<file path="config.mk">
export PLATFORM = sky130hd
export DESIGN_NAME = fpc_capture
export DESIGN_NICKNAME = d
export VERILOG_FILES = /design/src/fpc_pkg.sv /design/src/fpc_capture.sv /design/src/fpc_nv_store.sv
export VERILOG_INCLUDE_DIRS = /design/src
export SDC_FILE = /design/constraint.sdc
export NUM_CORES = 1
export LEC_CHECK = 0
export BUFFER_PORTS_ARGS = -buffer_cell sky130_fd_sc_hd__buf_2
export CORE_AREA = 2 2 227 229
export CTS_CLUSTER_DIAMETER = 40
export DETAILED_ROUTE_END_ITERATION = 6
export DIE_AREA = 0 0 229 231
export GPL_TIMING_DRIVEN = 1
export PLACE_DENSITY = 0.78
export SLEW_MARGIN = 10
export SYNTH_ARGS = -nofsm -noshare
export SYNTH_HDL_FRONTEND = slang
export SYNTH_SLANG_ARGS = --single-unit
</file>
<file path="constraint.sdc">
create_clock -name clk -period 5.6 [get_ports clk]
set_input_delay 0.28 -clock clk [delete_from_list [all_inputs] [get_ports clk]]
set_output_delay 0.28 -clock clk [all_outputs]
set_load 0.02 [all_outputs]
</file>
<file path="src/fpc_regs.svh">
`ifndef FPC_REGS_SVH
`define FPC_REGS_SVH

// ----------------------------------------
// Command codes
// ----------------------------------------
`define FPC_CMD_RESTORE_DEFAULT 8'h12
`define FPC_CMD_MISC_CONFIG     8'he9
`define FPC_CMD_READOUT         8'hd7
`define FPC_CMD_STORE_CONTROL   8'hf3

// ----------------------------------------
// Fields and values
// ----------------------------------------
`define FPC_MISC_CAPTURE_BIT    1
`define FPC_CTRL_RELOAD         8'h01
`define FPC_CTRL_SAVE           8'h02
`define FPC_BUF_BYTES           32

// ----------------------------------------
// Timing
// ----------------------------------------
`define FPC_CLK_NS              50
`define FPC_SAVE_MAX_US         1400
`define FPC_SAVE_CYCLES         ((`FPC_SAVE_MAX_US * 1000) / `FPC_CLK_NS)

`endif

</file>
<file path="src/fpc_pkg.sv">
package fpc_pkg;

	typedef enum logic [2:0] {
		FPC_IDLE    = 3'b000,
		FPC_SAVE    = 3'b001,
		FPC_RELOAD  = 3'b010,
		FPC_INIT    = 3'b011,
		FPC_DEFAULT = 3'b100
	} fpc_state_t;

endpackage : fpc_pkg

</file>
<file path="src/fpc_capture.sv">
// What this block does
// - Capture mode follows bit 1 of the miscellaneous configuration command: 1 turns it on, 0 off.
// - The 32-byte captured set is read back one byte per read request at rd_index, also during normal operation.
// - While capture mode is on, the RAM buffer is refreshed once per firmware cycle, except while a save or reload runs.
// - Control value 1 copies the saved set from nonvolatile memory into the RAM buffer.
// - Control value 2 saves the RAM buffer to nonvolatile memory, only while output is disabled.
// - A fault whose response is shutdown saves the buffer automatically; a retry fault does not.
// - A save may take up to 1400 us and the host must let it finish.
// - The readout command answers with the current RAM buffer.
// - Saved data survives a power cycle and is reachable by reload then read with capture off.
// - After power-up the default store (default_config) is applied as the configuration.
// - The restore-default command reloads settings from the default store.
// - Restore-default is a send-byte with command code 12h and no data.
`timescale 1ns/100ps
`include "fpc_regs.svh"

module fpc_capture #(
	parameter int BYTES       = `FPC_BUF_BYTES,
	parameter int SAVE_CYCLES = `FPC_SAVE_CYCLES,
	parameter int CFG_BYTES   = 8
) (
	input  wire logic                      clk,
	input  wire logic                      rst_n,
	input  wire logic                      cmd_valid,
	input  wire logic [7:0]                cmd_code,
	input  wire logic                      cmd_has_data,
	input  wire logic [7:0]                cmd_data,
	input  wire logic                      rd_req,
	input  wire logic [$clog2(BYTES)-1:0]  rd_index,
	output logic      [7:0]                rd_data,
	output logic                           rd_valid,
	input  wire logic                      fw_tick,
	input  wire logic [BYTES*8-1:0]        live_params,
	input  wire logic                      output_enabled,
	input  wire logic                      fault_event,
	input  wire logic                      fault_shutdown,
	output logic                           capture_on,
	output logic                           busy,
	output logic      [CFG_BYTES*8-1:0]    config_out,
	output logic                           config_valid,
	input  wire logic [CFG_BYTES*8-1:0]    default_config
);
	import fpc_pkg::*;

	localparam int AW = $clog2(BYTES);
	localparam int TW = $clog2(SAVE_CYCLES + 1);

	// ----------------------------------------
	// Command decode
	// ----------------------------------------
	wire is_misc    = cmd_valid && cmd_has_data && cmd_code == `FPC_CMD_MISC_CONFIG;
	wire is_ctrl    = cmd_valid && cmd_has_data && cmd_code == `FPC_CMD_STORE_CONTROL;
	wire is_restore = cmd_valid && !cmd_has_data && cmd_code == `FPC_CMD_RESTORE_DEFAULT;
	wire req_reload = is_ctrl && cmd_data == `FPC_CTRL_RELOAD;
	wire req_save   = is_ctrl && cmd_data == `FPC_CTRL_SAVE && !output_enabled;
	wire auto_save  = fault_event && fault_shutdown;

	fpc_state_t          state_q, state_d;
	logic [7:0]          buf_q [BYTES];
	logic                capture_q;
	logic [AW:0]         idx_q;
	logic [TW-1:0]       wait_q;
	logic                pend_save_q;
	logic [7:0]          cfg_q [CFG_BYTES];
	logic                cfg_valid_q;
	logic                rd_valid_q;
	logic [7:0]          rd_data_q;
	logic [7:0]          nv_rd_data;

	wire walk_done = idx_q == (AW+1)'(BYTES);
	wire wait_done = wait_q == TW'(SAVE_CYCLES - 1);

	// ----------------------------------------
	// Next state
	// ----------------------------------------
	always_comb begin
		state_d = state_q;
		case (state_q)
			FPC_IDLE: begin
				if (auto_save || req_save || pend_save_q) begin
					state_d = FPC_SAVE;
				end else if (req_reload) begin
					state_d = FPC_RELOAD;
				end else if (is_restore) begin
					state_d = FPC_DEFAULT;
				end
			end
			FPC_SAVE: begin
				if (walk_done && wait_done) begin
					state_d = FPC_IDLE;
				end
			end
			FPC_RELOAD: begin
				if (walk_done) begin
					state_d = FPC_IDLE;
				end
			end
			FPC_INIT: begin
				state_d = FPC_IDLE;
			end
			FPC_DEFAULT: begin
				state_d = FPC_IDLE;
			end
			default: begin
				state_d = FPC_IDLE;
			end
		endcase
	end

	wire in_save   = state_q == FPC_SAVE;
	wire in_reload = state_q == FPC_RELOAD;
	wire nv_wr     = in_save && !walk_done;
	wire [AW-1:0] nv_addr = idx_q[AW-1:0];
	wire [AW-1:0] rl_addr = AW'(idx_q - (AW+1)'(1));

	fpc_nv_store #(
		.DEPTH(BYTES)
	) u_nv (
		.clk     (clk),
		.wr_en   (nv_wr),
		.wr_addr (nv_addr),
		.wr_data (buf_q[nv_addr]),
		.rd_addr (nv_addr),
		.rd_data (nv_rd_data)
	);

	// ----------------------------------------
	// Control state
	// ----------------------------------------
	always_ff @(posedge clk or negedge rst_n) begin
		if (!rst_n) begin
			state_q     <= FPC_INIT;
			capture_q   <= 1'b0;
			idx_q       <= '0;
			wait_q      <= '0;
			pend_save_q <= 1'b0;
		end else begin
			state_q <= state_d;
			if (is_misc) begin
				capture_q <= cmd_data[`FPC_MISC_CAPTURE_BIT];
			end
			if (state_q != FPC_IDLE && auto_save) begin
				pend_save_q <= 1'b1;
			end else if (state_q == FPC_IDLE) begin
				pend_save_q <= 1'b0;
			end
			if (state_q != state_d) begin
				idx_q <= '0;
			end else if ((in_save || in_reload) && !walk_done) begin
				idx_q <= idx_q + (AW+1)'(1);
			end
			if (!in_save || state_d != FPC_SAVE) begin
				wait_q <= '0;
			end else if (!wait_done) begin
				wait_q <= wait_q + TW'(1);
			end
		end
	end

	// ----------------------------------------
	// Capture buffer
	// ----------------------------------------
	always_ff @(posedge clk) begin
		for (int i = 0; i < BYTES; i++) begin
			if (in_reload && idx_q != '0 && rl_addr == AW'(i)) begin
				buf_q[i] <= nv_rd_data;
			end else if (capture_q && fw_tick && !in_save && !in_reload) begin
				buf_q[i] <= live_params[i*8 +: 8];
			end
		end
	end

	// ----------------------------------------
	// Configuration store
	// ----------------------------------------
	always_ff @(posedge clk or negedge rst_n) begin
		if (!rst_n) begin
			cfg_valid_q <= 1'b0;
		end else if (state_q == FPC_INIT || state_q == FPC_DEFAULT) begin
			cfg_valid_q <= 1'b1;
		end
	end

	always_ff @(posedge clk) begin
		if (state_q == FPC_INIT || state_q == FPC_DEFAULT) begin
			for (int i = 0; i < CFG_BYTES; i++) begin
				cfg_q[i] <= default_config[i*8 +: 8];
			end
		end
	end

	always_comb begin
		for (int i = 0; i < CFG_BYTES; i++) begin
			config_out[i*8 +: 8] = cfg_valid_q ? cfg_q[i] : 8'h00;
		end
	end

	// ----------------------------------------
	// Block readout
	// ----------------------------------------
	always_ff @(posedge clk or negedge rst_n) begin
		if (!rst_n) begin
			rd_valid_q <= 1'b0;
			rd_data_q  <= 8'h00;
		end else begin
			rd_valid_q <= rd_req;
			if (rd_req) begin
				rd_data_q <= buf_q[rd_index];
			end
		end
	end

	assign rd_data      = rd_data_q;
	assign rd_valid     = rd_valid_q;
	assign capture_on   = capture_q;
	assign busy         = state_q != FPC_IDLE;
	assign config_valid = cfg_valid_q;
endmodule : fpc_capture

</file>
<file path="src/fpc_nv_store.sv">
`timescale 1ns/100ps
`include "fpc_regs.svh"

// ----------------------------------------
// Nonvolatile array: capture area only
// ----------------------------------------
module fpc_nv_store #(
	parameter int DEPTH = 32
) (
	input  wire logic                     clk,
	input  wire logic                     wr_en,
	input  wire logic [$clog2(DEPTH)-1:0] wr_addr,
	input  wire logic [7:0]               wr_data,
	input  wire logic [$clog2(DEPTH)-1:0] rd_addr,
	output logic      [7:0]               rd_data
);
	logic [7:0] mem [DEPTH];

	always_ff @(posedge clk) begin
		if (wr_en) begin
			mem[wr_addr] <= wr_data;
		end
		rd_data <= mem[rd_addr];
	end
endmodule : fpc_nv_store

</file>
==> results.ini <==
[synthesis]
syn_inst=1806
yosysSeqAreaShare=0.6439
synth_top_area_cell=edfxtp_1
ys.flop_type=edfxtp_1
synth_cell_types=53
synth-seq-cells=620
synth_warnings=0
synth-edff-count=576
synth_top_cell_area_share=0.6066
synth_area_sq_um=28510
ys_async_sr_fraction=0.05806
avgSynthCellArea_sq_um=15.79
netlist_top_cells_area=edfxtp_1 (61%), mux4_2 (10%), a21o_1 (7.2%)
syn-num-nets=2165

[setup_path]
crit_required_ns=5.57
crit_path_max_fanout=36
crit_path_cell_trace=buf_12 > mux4_2 > a22oi_1 > nand4_1
arrival_ns=3.81
worst_path_max_delay_cell=nand4_1
cpPeakStageDelay_ns=1.06
start_kind=flop
path_class=flop to flop
endpoint_kind=flop

[floorplanning]
num_io_pins=426
die_h_um=231
die_x_um=229
start_util=0.5626
die_area_sq_um=52900
num_rows=83
core_sq_um=50680

[sta]
setup_ws_ns=1.754
fmax_mhz=260.0
slew_headroom=0.1144
finClkSkew_ns=0.03443
grt_setup_unrepaired=false
fin_crit_sh=0.6868
setup_tns_ns=0
setup_violations=0
final-max-slew-violation-count=0
finalCriticalPeriod_ns=3.846
report.final.hold_viol_count=0
tightest_slew_ns=1.324

[global_route]
track_usage=0.3859
antenna_found_initial=4
grt_max_degree=227
grt_pass1_vias=22490
gr-total-overflow=0
grt_pass1_wl_um=147600

[power_and_ir_drop]
p_comb_frac=0.306
p_sw_frac=0.3306
p_clk_frac=0.328
power_density_nw_per_um2=479.7
seqPwrFrac=0.366
switchingPower_mw=5.986
ir_drop_mv=0.4774
p_int_mw=12.12
leakagePower_nw=15.33

[routing]
route.vias.total=21950
drt-pass1-iter-count=7
routed_wirelength_um=102200
drtIter0Drc=3364
wl_per_cell_um=30.88
via_per_inst=6.629
drc=1
drtAntennaViolNets=0

[clock_tree]
cts.sinks=620
htreeDepth=3
cts-resized-gates=0
numCtsBuffers=90
clock_latency_ns=0.66
post_cts_buffers=0
clk_pin_slew_ns=0.06
cts-root-buf=clkbuf_16
cts_buffer_depth=3
cts_tree=built

[cells_and_area]
layout_commonest_cell=edfxtp_1
fin_nets=2914
fillCellCount=2933
layout_common_cells=edfxtp_1 (576), buf_2 (424), dlygate4sd3_1 (320)
synthToLayoutAreaGrowth_pct=32.39
drive_gt1_frac=0.3062

[placement]
dp_slack_ns=1.683
place_congestion=0.9451
port_buffers=425
dp_hpwl_um=61360

[status]
violations=design-rule violations
status=complete, but fails checks

[run]
cap_violations=0

[min_path]
worstHoldPathType=input port to flop

Yosys cell counts, types with 22 or more instances:
master	n
a21o_1	273
a21oi_1	38
a22oi_1	128
and2_1	75
buf_2	56
clkbuf_1	72
dfrtp_1	34
edfxtp_1	576
mux2i_1	129
mux4_2	128
nand2_1	25
nand4_1	22
nor2_1	73
critical path, delay by kind of cell (launching register included):
family          cells  cell delay, ns
compound gates      1            0.30
flops               1            0.84
mux                 1            0.55
simple gates        1            1.06
buf+inv             1            0.36
power groups by stage:
stage,sequential [mW],combinational [mW],clock (mW)
3_3_place_gp,6.68,4.94,0
4_1_cts,6.62,5.28,5.89
6_report,6.62,5.55,5.94
2_1_floorplan,6.58,3.37,0
5_1_grt,6.65,5.75,6.12
3_5_place_dp,6.71,5.01,0
registers in the layout, indices dropped and copies added, names as in the netlist:
register      count
buf_q           256
u_nv.mem        256
config_valid      1
rd_valid          1
cfg_q            64
wait_q           15
pend_save_q       1
state_q           3
capture_on        1
u_nv.rd_data      8
rd_data           8
idx_q             6
area by class of cell:
cell class,instances,area [sq um],share of cell area
timing repair buffer,810,5886,0.1559
sequential,620,18370,0.4866
tap,680,850.8,0.02254
inverter,7,26.28,0.0006961
clock inverter,70,870.8,0.02307
clock buffer,96,2275,0.06026
antenna,2,5.005,0.0001326
multi-input combinational,1026,9467,0.2508
worst paths after layout:
kind                                       start         endpoint  slack [ns]  cells past startpoint
worst max-delay path                    idx_q[0]  u_nv.mem[16][5]        1.75                      4
worst max register to register          idx_q[0]  u_nv.mem[16][5]        1.75                      4
worst min register to register        rd_data[7]       rd_data[7]        0.52                      1
max in group asynchronous                  rst_n         idx_q[0]        4.49                      2
worst min-delay path            live_params[159]     buf_q[19][7]        0.02                      2
min in group asynchronous                  rst_n       rd_data[0]        0.37                      2
layer usage:
metal	vias to the layer above	share of wire	global-route usage
met2	2053	0.46	0.6116
met3	450	0.13	0.1223
li1	8727	-	-
met1	10710	0.34	0.4755
met5	-	0.00045	0
met4	6	0.063	0.2102
metrics by stage:
stage / utilization / instances / cell area [sq um] / hold slack (ns) / power [mW]
after floorplan: - / 1806 / 28510 / -0.01559 / 9.949
after global placement: 0.6188 / 2821 / 31360 / 0.4560 / 11.62
after detailed placement: 0.6188 / 2821 / 31360 / 0.4537 / 11.72
after CTS: 0.7441 / 3307 / 37710 / 0.004684 / 17.79
after global routing: 0.7448 / 3310 / 37750 / 0.02221 / 18.52
final: 0.7448 / 3311 / 37750 / 0.02020 / 18.11
what timing repair did:
action / 4_1_cts / 5_1_grt
setup endpoints to repair: 0 / 0
hold buffers: 320 / 0
hold endpoints to repair: 352 / 0
logic make-up after synthesis:
logic type | share of synthesized area
DFF | 0.6439
and+or+nand+nor | 0.04976
muxes | 0.1499
AOI/OAI and AO/OA | 0.1197
buffers and inverters | 0.02629
adders and majority gates | 0.003950
xor gates and xnor gates | 0.006407
Power figures use the tool's default switching activity.
